**src/shared/txdr_pkg.sv**
```systemverilog
// constants and types of the transmit descriptor ring engine
// shared by the design and by the verification side; no logic here
package txdr_pkg;

  // register byte offsets on the wishbone slave
  localparam logic [7:0] TXDR_OFS_BASE_LO = 8'h00;
  localparam logic [7:0] TXDR_OFS_BASE_HI = 8'h04;
  localparam logic [7:0] TXDR_OFS_LEN = 8'h08;
  localparam logic [7:0] TXDR_OFS_HEAD = 8'h0c;
  localparam logic [7:0] TXDR_OFS_TAIL = 8'h10;
  localparam logic [7:0] TXDR_OFS_QCTL = 8'h14;
  localparam logic [7:0] TXDR_OFS_DELAY = 8'h18;
  localparam logic [7:0] TXDR_OFS_STAT = 8'h1c;

  // reset values
  localparam logic [31:0] TXDR_RST_REG = 32'h0000_0000;

  // tx_queue_control fields
  localparam int TXDR_QCTL_PTH_LSB = 0;
  localparam int TXDR_QCTL_WTH_LSB = 8;
  localparam int TXDR_QCTL_EN_BIT = 31;

  // descriptor layout (16 bytes)
  localparam int TXDR_DESC_BYTES = 16;
  localparam int TXDR_DESC_SHIFT = 4;
  localparam int TXDR_D_LEN_LSB = 64;
  localparam int TXDR_D_STA_LSB = 96;
  localparam int TXDR_D_CMD_LSB = 88;
  localparam int TXDR_D_HDR_LSB = 104;
  localparam int TXDR_D_MSS_LSB = 112;
  localparam int TXDR_CMD_EOP = 0;
  localparam int TXDR_CMD_TSE = 2;
  localparam int TXDR_CMD_RS = 3;
  localparam int TXDR_CMD_CTX = 4;
  localparam int TXDR_CMD_IDE = 7;
  localparam logic [7:0] TXDR_STA_DONE = 8'h01;

  // fetch shaping: descriptors per cache line
  localparam int TXDR_CL_DESCS = 4;

  // delay timer: unit of one count and the clock period
  localparam int TXDR_TIMER_UNIT_NS = 1024;
  localparam int TXDR_CLK_PERIOD_PS = 4000;
  localparam int TXDR_TICK_CYCLES = (TXDR_TIMER_UNIT_NS * 1000) / TXDR_CLK_PERIOD_PS;

  typedef enum logic [2:0] {
    TXDR_IDLE = 3'b000,
    TXDR_REQ = 3'b001,
    TXDR_RX = 3'b010,
    TXDR_DONE = 3'b011,
    TXDR_FLUSH = 3'b100
  } txdr_state_t;

endpackage

```
**src/hdl/txdr_engine.sv**
```systemverilog
// transmit descriptor ring engine: fetch, data dma, head update, write back
// assumes one 250 MHz clock, in-order completions and a classic wishbone master
`timescale 1ns/1ps
`default_nettype none

module txdr_engine
  import txdr_pkg::*;
#(
  parameter int QDEPTH = 8,
  parameter int TICK_CYCLES = TXDR_TICK_CYCLES
) (
  input wire logic core_clk,
  input wire logic sys_rst,
  input wire logic wb_cyc_i,
  input wire logic wb_stb_i,
  input wire logic wb_we_i,
  input wire logic [7:0] wb_adr_i,
  input wire logic [3:0] wb_sel_i,
  input wire logic [31:0] wb_dat_i,
  output logic [31:0] wb_dat_o,
  output logic wb_ack_o,
  output logic desc_rd_valid,
  input wire logic desc_rd_ready,
  output logic [63:0] desc_rd_addr,
  output logic [15:0] desc_rd_count,
  input wire logic desc_cpl_valid,
  input wire logic [127:0] desc_cpl_data,
  output logic buf_rd_valid,
  input wire logic buf_rd_ready,
  output logic [63:0] buf_rd_addr,
  output logic [15:0] buf_rd_len,
  input wire logic buf_cpl_valid,
  input wire logic [31:0] buf_cpl_data,
  input wire logic buf_cpl_last,
  output logic tx_data_valid,
  output logic [31:0] tx_data,
  output logic tx_seg_boundary,
  output logic [7:0] tx_seg_hdr_len,
  output logic [15:0] tx_seg_mss,
  output logic tx_pkt_ready,
  output logic tx_pkt_tse,
  output logic desc_wb_valid,
  input wire logic desc_wb_ready,
  output logic [63:0] desc_wb_addr,
  output logic [15:0] desc_wb_count,
  output logic desc_wb_status_only,
  output logic [7:0] desc_wb_status,
  output logic tx_wb_event
);

  localparam int QAW = $clog2(QDEPTH);

  // ---------------------------------------------------------------
  // registers
  // ---------------------------------------------------------------
  logic [31:0] base_lo;
  logic [31:0] base_hi;
  logic [31:0] ring_len;
  logic [15:0] head;
  logic [15:0] tail;
  logic [31:0] qctl;
  logic [15:0] delay_val;
  logic [15:0] fetch_ptr;
  logic [QAW:0] q_wr;
  logic [QAW:0] q_rd;
  logic [127:0] q_mem [QDEPTH];
  logic [15:0] fetch_left;
  txdr_state_t state;
  logic [127:0] cur;
  logic [15:0] wb_pend;
  logic [15:0] wb_first;
  logic timer_run;
  logic [15:0] timer_cnt;
  logic [15:0] tick_cnt;
  logic tick;
  logic [15:0] pay_cnt;
  logic hdr_seen;
  logic [7:0] ctx_hdr_len;
  logic [15:0] ctx_mss;

  wire bus_req = wb_cyc_i & wb_stb_i & ~wb_ack_o;
  wire bus_wr = bus_req & wb_we_i;
  wire q_en = qctl[TXDR_QCTL_EN_BIT];
  wire [7:0] pthresh = qctl[TXDR_QCTL_PTH_LSB +: 8];
  wire [7:0] wthresh = qctl[TXDR_QCTL_WTH_LSB +: 8];
  // base ignores its low four bits
  wire [63:0] ring_base = {base_hi, base_lo[31:4], 4'h0};
  wire [15:0] ring_n = ring_len[19:4];
  wire [QAW:0] occ = q_wr - q_rd;
  wire [15:0] q_free = 16'(QDEPTH) - 16'(occ);

  function automatic logic [31:0] merge(input logic [31:0] old, input logic [31:0] nv,
                                        input logic [3:0] sel);
    logic [31:0] r;
    r = old;
    for (int i = 0; i < 4; i++) begin
      if (sel[i]) begin
        r[i*8 +: 8] = nv[i*8 +: 8];
      end
    end
    return r;
  endfunction

  function automatic logic [15:0] ring_next(input logic [15:0] idx, input logic [15:0] n,
                                            input logic [15:0] len);
    logic [16:0] s;
    s = {1'b0, idx} + {1'b0, n};
    if (s >= {1'b0, len}) begin
      s = s - {1'b0, len};
    end
    return s[15:0];
  endfunction

  function automatic logic [63:0] slot_addr(input logic [63:0] base, input logic [15:0] idx);
    return base + {44'h0, idx, 4'h0};
  endfunction

  // ---------------------------------------------------------------
  // wishbone slave
  // ---------------------------------------------------------------
  // answer one cycle after the request, ack held one cycle; unmapped reads return zero
  always_ff @(posedge core_clk or posedge sys_rst) begin
    if (sys_rst) begin
      wb_ack_o <= 1'b0;
      wb_dat_o <= TXDR_RST_REG;
    end else begin
      wb_ack_o <= bus_req;
      if (bus_req && !wb_we_i) begin
        case (wb_adr_i)
          TXDR_OFS_BASE_LO: wb_dat_o <= base_lo;
          TXDR_OFS_BASE_HI: wb_dat_o <= base_hi;
          TXDR_OFS_LEN: wb_dat_o <= ring_len;
          TXDR_OFS_HEAD: wb_dat_o <= {16'h0, head};
          TXDR_OFS_TAIL: wb_dat_o <= {16'h0, tail};
          TXDR_OFS_QCTL: wb_dat_o <= qctl;
          TXDR_OFS_DELAY: wb_dat_o <= {16'h0, delay_val};
          TXDR_OFS_STAT: wb_dat_o <= {13'h0, state, 16'(occ)};
          default: wb_dat_o <= TXDR_RST_REG;
        endcase
      end
    end
  end

  always_ff @(posedge core_clk or posedge sys_rst) begin
    if (sys_rst) begin
      base_lo <= TXDR_RST_REG;
      base_hi <= TXDR_RST_REG;
      ring_len <= TXDR_RST_REG;
      tail <= TXDR_RST_REG[15:0];
      qctl <= TXDR_RST_REG;
      delay_val <= TXDR_RST_REG[15:0];
    end else if (bus_wr) begin
      case (wb_adr_i)
        TXDR_OFS_BASE_LO: base_lo <= merge(base_lo, wb_dat_i, wb_sel_i);
        TXDR_OFS_BASE_HI: base_hi <= merge(base_hi, wb_dat_i, wb_sel_i);
        TXDR_OFS_LEN: ring_len <= merge(ring_len, wb_dat_i, wb_sel_i);
        TXDR_OFS_TAIL: tail <= 16'(merge({16'h0, tail}, wb_dat_i, wb_sel_i));
        TXDR_OFS_QCTL: qctl <= merge(qctl, wb_dat_i, wb_sel_i);
        TXDR_OFS_DELAY: delay_val <= 16'(merge({16'h0, delay_val}, wb_dat_i, wb_sel_i));
        default: ;
      endcase
    end
  end

  // ---------------------------------------------------------------
  // descriptor fetch
  // ---------------------------------------------------------------
  // one read in flight; it never crosses the ring end or the tail
  logic [15:0] avail;
  logic [15:0] fetch_n;
  logic [15:0] to_line;
  always_comb begin
    avail = (tail >= fetch_ptr) ? (tail - fetch_ptr) : (ring_n - fetch_ptr);
    fetch_n = (avail < q_free) ? avail : q_free;
    to_line = 16'(TXDR_CL_DESCS) - (fetch_ptr & 16'(TXDR_CL_DESCS - 1));
    if (to_line != 16'(TXDR_CL_DESCS)) begin
      fetch_n = (fetch_n < to_line) ? fetch_n : to_line;
    end else if (fetch_n >= 16'(TXDR_CL_DESCS)) begin
      fetch_n = fetch_n & ~16'(TXDR_CL_DESCS - 1);
    end
  end

  // fetch at once when the queue is empty, else when below the prefetch threshold
  wire fetch_go = q_en && !desc_rd_valid && fetch_left == 16'h0 && fetch_n != 16'h0 &&
                  (occ == '0 || 16'(occ) < {8'h0, pthresh});
  wire sw_head_wr = bus_wr && wb_adr_i == TXDR_OFS_HEAD && !q_en;

  always_ff @(posedge core_clk or posedge sys_rst) begin
    if (sys_rst) begin
      desc_rd_valid <= 1'b0;
      desc_rd_addr <= 64'h0;
      desc_rd_count <= 16'h0;
      fetch_ptr <= 16'h0;
      fetch_left <= 16'h0;
      q_wr <= '0;
    end else if (sw_head_wr) begin
      fetch_ptr <= wb_dat_i[15:0];
      q_wr <= q_rd;
    end else begin
      if (fetch_go) begin
        desc_rd_valid <= 1'b1;
        desc_rd_addr <= slot_addr(ring_base, fetch_ptr);
        desc_rd_count <= fetch_n;
      end else if (desc_rd_valid && desc_rd_ready) begin
        desc_rd_valid <= 1'b0;
        fetch_left <= desc_rd_count;
        fetch_ptr <= ring_next(fetch_ptr, desc_rd_count, ring_n);
      end
      if (desc_cpl_valid && fetch_left != 16'h0) begin
        q_wr <= q_wr + 1'b1;
        fetch_left <= fetch_left - 16'h1;
      end
    end
  end

  always_ff @(posedge core_clk) begin
    if (desc_cpl_valid && fetch_left != 16'h0) begin
      q_mem[q_wr[QAW-1:0]] <= desc_cpl_data;
    end
  end

  // ---------------------------------------------------------------
  // delay timer
  // ---------------------------------------------------------------
  always_ff @(posedge core_clk or posedge sys_rst) begin
    if (sys_rst) begin
      tick_cnt <= 16'h0;
      tick <= 1'b0;
    end else begin
      tick <= tick_cnt == 16'(TICK_CYCLES - 1);
      tick_cnt <= (tick_cnt == 16'(TICK_CYCLES - 1)) ? 16'h0 : tick_cnt + 16'h1;
    end
  end

  wire [7:0] cmd = cur[TXDR_D_CMD_LSB +: 8];
  wire timer_hit = timer_run && timer_cnt == 16'h0;

  // ---------------------------------------------------------------
  // data dma, head update and write back
  // ---------------------------------------------------------------
  always_ff @(posedge core_clk or posedge sys_rst) begin
    if (sys_rst) begin
      state <= TXDR_IDLE;
      cur <= 128'h0;
      q_rd <= '0;
      head <= 16'h0;
      buf_rd_valid <= 1'b0;
      buf_rd_addr <= 64'h0;
      buf_rd_len <= 16'h0;
      tx_pkt_ready <= 1'b0;
      tx_pkt_tse <= 1'b0;
      desc_wb_valid <= 1'b0;
      desc_wb_addr <= 64'h0;
      desc_wb_count <= 16'h0;
      desc_wb_status_only <= 1'b0;
      desc_wb_status <= 8'h0;
      tx_wb_event <= 1'b0;
      wb_pend <= 16'h0;
      wb_first <= 16'h0;
      timer_run <= 1'b0;
      timer_cnt <= 16'h0;
      ctx_hdr_len <= 8'h0;
      ctx_mss <= 16'h0;
    end else begin
      tx_pkt_ready <= 1'b0;
      tx_wb_event <= 1'b0;
      if (desc_wb_valid && desc_wb_ready) begin
        desc_wb_valid <= 1'b0;
      end
      if (timer_run && tick && timer_cnt != 16'h0) begin
        timer_cnt <= timer_cnt - 16'h1;
      end
      if (sw_head_wr) begin
        head <= wb_dat_i[15:0];
        state <= TXDR_IDLE;
      end else begin
        case (state)
          TXDR_IDLE: begin
            if (timer_hit && !desc_wb_valid) begin
              state <= TXDR_FLUSH;
            end else if (occ != '0) begin
              cur <= q_mem[q_rd[QAW-1:0]];
              state <= TXDR_REQ;
            end
          end
          TXDR_REQ: begin
            if (cmd[TXDR_CMD_CTX]) begin
              // context persists until another context descriptor arrives
              ctx_hdr_len <= cur[TXDR_D_HDR_LSB +: 8];
              ctx_mss <= cur[TXDR_D_MSS_LSB +: 16];
              state <= TXDR_DONE;
            end else if (!buf_rd_valid) begin
              buf_rd_valid <= 1'b1;
              buf_rd_addr <= cur[63:0];
              buf_rd_len <= cur[TXDR_D_LEN_LSB +: 16];
            end else if (buf_rd_ready) begin
              buf_rd_valid <= 1'b0;
              state <= TXDR_RX;
            end
          end
          TXDR_RX: begin
            if (buf_cpl_valid && buf_cpl_last) begin
              state <= TXDR_DONE;
            end
          end
          TXDR_DONE: begin
            // waits for a free write-back slot so no completion is dropped
            if (!desc_wb_valid) begin
              q_rd <= q_rd + 1'b1;
              head <= ring_next(head, 16'h1, ring_n);
              state <= TXDR_IDLE;
              if (!cmd[TXDR_CMD_CTX] && cmd[TXDR_CMD_EOP]) begin
                tx_pkt_ready <= 1'b1;
                tx_pkt_tse <= cmd[TXDR_CMD_TSE];
              end
              if (wthresh == 8'h0 && !cmd[TXDR_CMD_IDE]) begin
                if (cmd[TXDR_CMD_RS]) begin
                  desc_wb_valid <= 1'b1;
                  desc_wb_addr <= slot_addr(ring_base, head) + 64'(TXDR_D_STA_LSB / 8);
                  desc_wb_count <= 16'h1;
                  desc_wb_status_only <= 1'b1;
                  desc_wb_status <= TXDR_STA_DONE;
                  tx_wb_event <= 1'b1;
                end
              end else begin
                if (wb_pend == 16'h0) begin
                  wb_first <= head;
                end
                if (wthresh != 8'h0 && wb_pend + 16'h1 >= {8'h0, wthresh}) begin
                  desc_wb_valid <= 1'b1;
                  desc_wb_addr <= slot_addr(ring_base, (wb_pend == 16'h0) ? head : wb_first);
                  desc_wb_count <= wb_pend + 16'h1;
                  desc_wb_status_only <= 1'b0;
                  desc_wb_status <= TXDR_STA_DONE;
                  tx_wb_event <= 1'b1;
                  wb_pend <= 16'h0;
                end else begin
                  wb_pend <= wb_pend + 16'h1;
                end
                if (cmd[TXDR_CMD_IDE] && cmd[TXDR_CMD_RS] && !timer_run) begin
                  timer_run <= 1'b1;
                  timer_cnt <= delay_val;
                end
              end
            end
          end
          TXDR_FLUSH: begin
            // timer expiry writes out whatever has accumulated
            timer_run <= 1'b0;
            tx_wb_event <= 1'b1;
            wb_pend <= 16'h0;
            if (wb_pend != 16'h0) begin
              desc_wb_valid <= 1'b1;
              desc_wb_addr <= slot_addr(ring_base, wb_first);
              desc_wb_count <= wb_pend;
              desc_wb_status_only <= 1'b0;
              desc_wb_status <= TXDR_STA_DONE;
            end
            state <= TXDR_IDLE;
          end
          default: state <= TXDR_IDLE;
        endcase
      end
    end
  end

  // ---------------------------------------------------------------
  // data stream and segmentation marks
  // ---------------------------------------------------------------
  // the first buffer of a segmented packet is the prototype header; payload
  // is counted in words, so mss should be a multiple of four bytes
  wire in_payload = state == TXDR_RX && cmd[TXDR_CMD_TSE] && hdr_seen;
  always_ff @(posedge core_clk or posedge sys_rst) begin
    if (sys_rst) begin
      tx_data_valid <= 1'b0;
      tx_data <= 32'h0;
      tx_seg_boundary <= 1'b0;
      tx_seg_hdr_len <= 8'h0;
      tx_seg_mss <= 16'h0;
      pay_cnt <= 16'h0;
      hdr_seen <= 1'b0;
    end else begin
      tx_data_valid <= state == TXDR_RX && buf_cpl_valid;
      tx_data <= buf_cpl_data;
      tx_seg_boundary <= 1'b0;
      tx_seg_hdr_len <= ctx_hdr_len;
      tx_seg_mss <= ctx_mss;
      if (state == TXDR_RX && buf_cpl_valid && buf_cpl_last && cmd[TXDR_CMD_TSE]) begin
        hdr_seen <= !cmd[TXDR_CMD_EOP];
      end
      if (in_payload && buf_cpl_valid) begin
        if (pay_cnt + 16'h4 >= ctx_mss) begin
          tx_seg_boundary <= 1'b1;
          pay_cnt <= 16'h0;
        end else begin
          pay_cnt <= pay_cnt + 16'h4;
        end
      end
      if (tx_pkt_ready) begin
        pay_cnt <= 16'h0;
      end
    end
  end

endmodule

`default_nettype wire

```
**config.mk**
```make
export PLATFORM = sky130hd
export DESIGN_NAME = txdr_engine
export DESIGN_NICKNAME = d
export VERILOG_FILES = /design/src/shared/txdr_pkg.sv /design/src/hdl/txdr_engine.sv
export SDC_FILE = /design/constraint.sdc
export NUM_CORES = 2
export LEC_CHECK = 0
export BUFFER_PORTS_ARGS = -buffer_cell sky130_fd_sc_hd__buf_2
export CAP_MARGIN = 20
export CORE_ASPECT_RATIO = 0.9
export CORE_MARGIN = 4
export CORE_UTILIZATION = 65
export DETAILED_ROUTE_END_ITERATION = 16
export PLACE_DENSITY = 0.85
export SYNTH_ARGS = -nofsm -noshare
export SYNTH_HDL_FRONTEND = slang
export SYNTH_SLANG_ARGS = --single-unit
```
**constraint.sdc**
```tcl
create_clock -name core_clk -period 47.5 [get_ports core_clk]
set_input_delay 11.875 -clock core_clk [delete_from_list [all_inputs] [get_ports core_clk]]
set_output_delay 11.875 -clock core_clk [all_outputs]
set_load 0.02 [all_outputs]
```
==> key figures <==
Setup path
  • Crit path max-delay cell type: and3_1
  • CP required: 48,080 ps
  • Setup crit start kind: input port
  • WP buf/inv: 3
  • Cell Chain, Critical Path: buf_2 > or4_1 > nor2_1 > and3_1 > and3b_2 > buf_4 > nor4_1 > nand3b_1 > buf_12 > o21ai_0
  • CP top delay family: simple AND/OR/NAND/NOR gates
  • CP Capture Type: flop
  • Crit Path Max Fanout: 218
  • WS Path Type: input port to flop
  • Worst EP arrival: 15,800 ps
  • Max stage delay on crit path: 610 ps

Layout
  • Most frequent cells in the layout: edfxtp_1, dfrtp_1, buf_2
  • Area growth from synthesis to layout: 12.8%
  • Share of layout cells above drive strength 1: 23.2%
  • Final #Nets: 6,372
  • FILL cells: 6,848
  • Final core utilization: 73.8%
  • Layout Cells excl Fill: 7,598
  • Most common cell after layout, fill and taps aside: edfxtp_1

Clock tree
  • CTS root buffer: clkbuf_16
  • Longest Clk Path Bufs: 3
  • Hold_buf cts: 0
  • Post-CTS Resized: 0
  • Clk_lat worst skew: 810 ps
  • Clock transition at path regs: 70 ps
  • Total CTS buffers: 157
  • Clock tree from TritonCTS: built
  • H-Tree Level Count: 4
  • Clk sinks: 1,636
  • Post-CTS Setup Bufs: 0

STA
  • Fin Setup TNS: 0 ps
  • Slew Limit Fails: 0
  • Fmax: 65.7 MHz
  • Fin worst setup slack: 32,280 ps
  • Slew HR: 10.7%
  • Clk_skew: 45.8 ps
  • Post-layout min period: 15,220 ps
  • RSZ-0062 raised after global routing: false
  • Final Cycle Share: 32.0%
  • Hold Vio Cnt, Final: 0
  • Final Setup Violations: 0
  • Tightest Pin Transition: 1340 ps

Synthesis
  • Post-synth EDFFs: 872
  • Sequential-to-total area share from yosys stat: 61.2%
  • Async SR Flop Fraction: 46.7%
  • #FFs+latches synth: 1,636
  • Synth Cell Area: 74,000 um^2
  • Post-Synthesis Cells: 5,462
  • YS warnings: 0
  • Top FF cell, synth: edfxtp_1
  • Post-synthesis average cell area: 13.5 um^2
  • Yosys cell types: 90

Status
  • Status: finished, final reports clean

Global routing
  • GRT overflow: 0
  • Vias in the first global route: 50,600
  • Largest net degree at the start of global routing: 219
  • All-Layer GR Usage: 36.6%
  • Initial antenna violation count: 46
  • Global-route wire length before repair: 325,000 um

Routing
  • 1st-iter DRT viols: 6,972
  • Vias: 51,100
  • DRC Markers: 0
  • Drt total wl: 220,000 um
  • Antenna Nets Post-Route: 0
  • Routed vias/inst: 6.73
  • Routed wire length per instance: 29.0 um
  • TritonRoute pass-1 iters: 8

Floorplan
  • Core Region: 113,000 um^2
  • Die width: 364 um
  • Die footprint: 119,000 um^2
  • Placement Rows: 117
  • Boundary Pins: 561
  • Initial Util: 65.5%
  • DIE HEIGHT: 328 um

Placement
  • Cells after DPL: 7,271
  • Post-place setup slack: 31,760 ps
  • Placer Congestion: 0.984
  • Hpwl dp: 133,000 um
  • Port Buffers: 528

Power
  • P_leak: 34.6 nW
  • Worst vdd ir: 0.0639 mV
  • Final Power: 0.00466 W
  • Pwr/cell area: 55.8 nW/um^2

Worst hold path
  • Type of the most critical hold path: flop to flop

Flow run
  • Max_cap viols: 0
synthesized netlist by cell type, types with 31 or more instances:
cell type / n / area share [%]
mux2i_1: 166 / 2.2
nand2_1: 459 / 2.3
mux2_2: 296 / 4.5
o21ai_0: 422 / 2.9
ha_1: 201 / 3.4
nor2_1: 278 / 1.4
a211oi_1: 33 / 0.33
a31oi_1: 45 / 0.38
xnor2_1: 145 / 1.7
dfrtp_1: 764 / 26
a21oi_1: 183 / 1.2
a21o_1: 47 / 0.48
edfxtp_1: 872 / 35
o31ai_1: 31 / 0.31
nand3_1: 83 / 0.56
nor3_1: 86 / 0.58
clkbuf_1: 224 / 1.1
inv_1: 172 / 0.87
mux4_2: 218 / 6.6
xor2_1: 109 / 1.3
a22oi_1: 55 / 0.56
o21a_1: 31 / 0.31
and3_1: 53 / 0.45
state kept, by name (all words and copies together) (netlist names), 32 cells and up:
name          count
wb_dat_o         32
buf_rd_addr      64
qctl             32
q_mem           872
cur             109
desc_wb_addr     61
desc_rd_addr     60
ring_len         32
tx_data          32
base_hi          32
base_lo          32
where the power goes:
group | leakage, nW | internal (W) | switching, W
combinational | 14.2 | 0.000569 | 0.000872
sequential | 17.8 | 0.00175 | 0.000187
clock | 2.53 | 0.000702 | 0.000574
stage by stage:
stage	hold slack (ps)	instance area [um^2]
global placement	356	78100
floorplan	350	74000
global route	390	83400
CTS	375	83300
finish	371	83500
detailed placement	359	78100
path summary, 6_finish.rpt:
kind / slack (ps) / to / startpoint / cells past startpoint
max: 32280 / cur[13]$_DFFE_PP0P_ / wb_adr_i[0] / 10
min: 370 / tx_seg_mss[5]$_DFF_PP0_ / ctx_mss[5]$_DFFE_PP0P_ / 0
max reg2reg: 38130 / desc_rd_addr[52]$_DFFE_PP0P_ / fetch_ptr[1]$_DFFE_PP0P_ / 26
min reg2reg: 370 / tx_seg_mss[5]$_DFF_PP0_ / ctx_mss[5]$_DFFE_PP0P_ / 0
max in group asynchronous: 33330 / base_hi[21]$_DFFE_PP0P_ / sys_rst / 7
min in group asynchronous: 11290 / tx_data[22]$_DFF_PP0_ / sys_rst / 2
area by class of cell:
cell class	count	area (um^2)	area share [%]
sequential	1636	45300	54.3
multi-input combinational	3384	27000	32.4
clock buffer	220	4490	5.38
timing repair buffer	595	3290	3.95
tap	1487	1860	2.23
clock inverter	66	708	0.849
inverter	172	658	0.789
antenna	38	95.1	0.114
per-layer routing:
layer	track usage, %	vias to the layer above	wire length (um)
li1	-	21300	-
met1	47.0	25500	77800
met2	58.8	3511	106000
met3	9.65	725	24100
met4	17.7	24	12100
met5	0	-	161
cells by family after synthesis:
logic type	Yosys count	share of synthesized area, %
flops	1636	61.2
simple gates	1167	7.21
buf+inv	454	2.46
compound gates	1036	8.70
xor+xnor	254	3.01
mux	703	13.7
other cells	1	0.00507
fa+ha+maj	211	3.67
No activity file was read; power rests on OpenSTA's default activity.
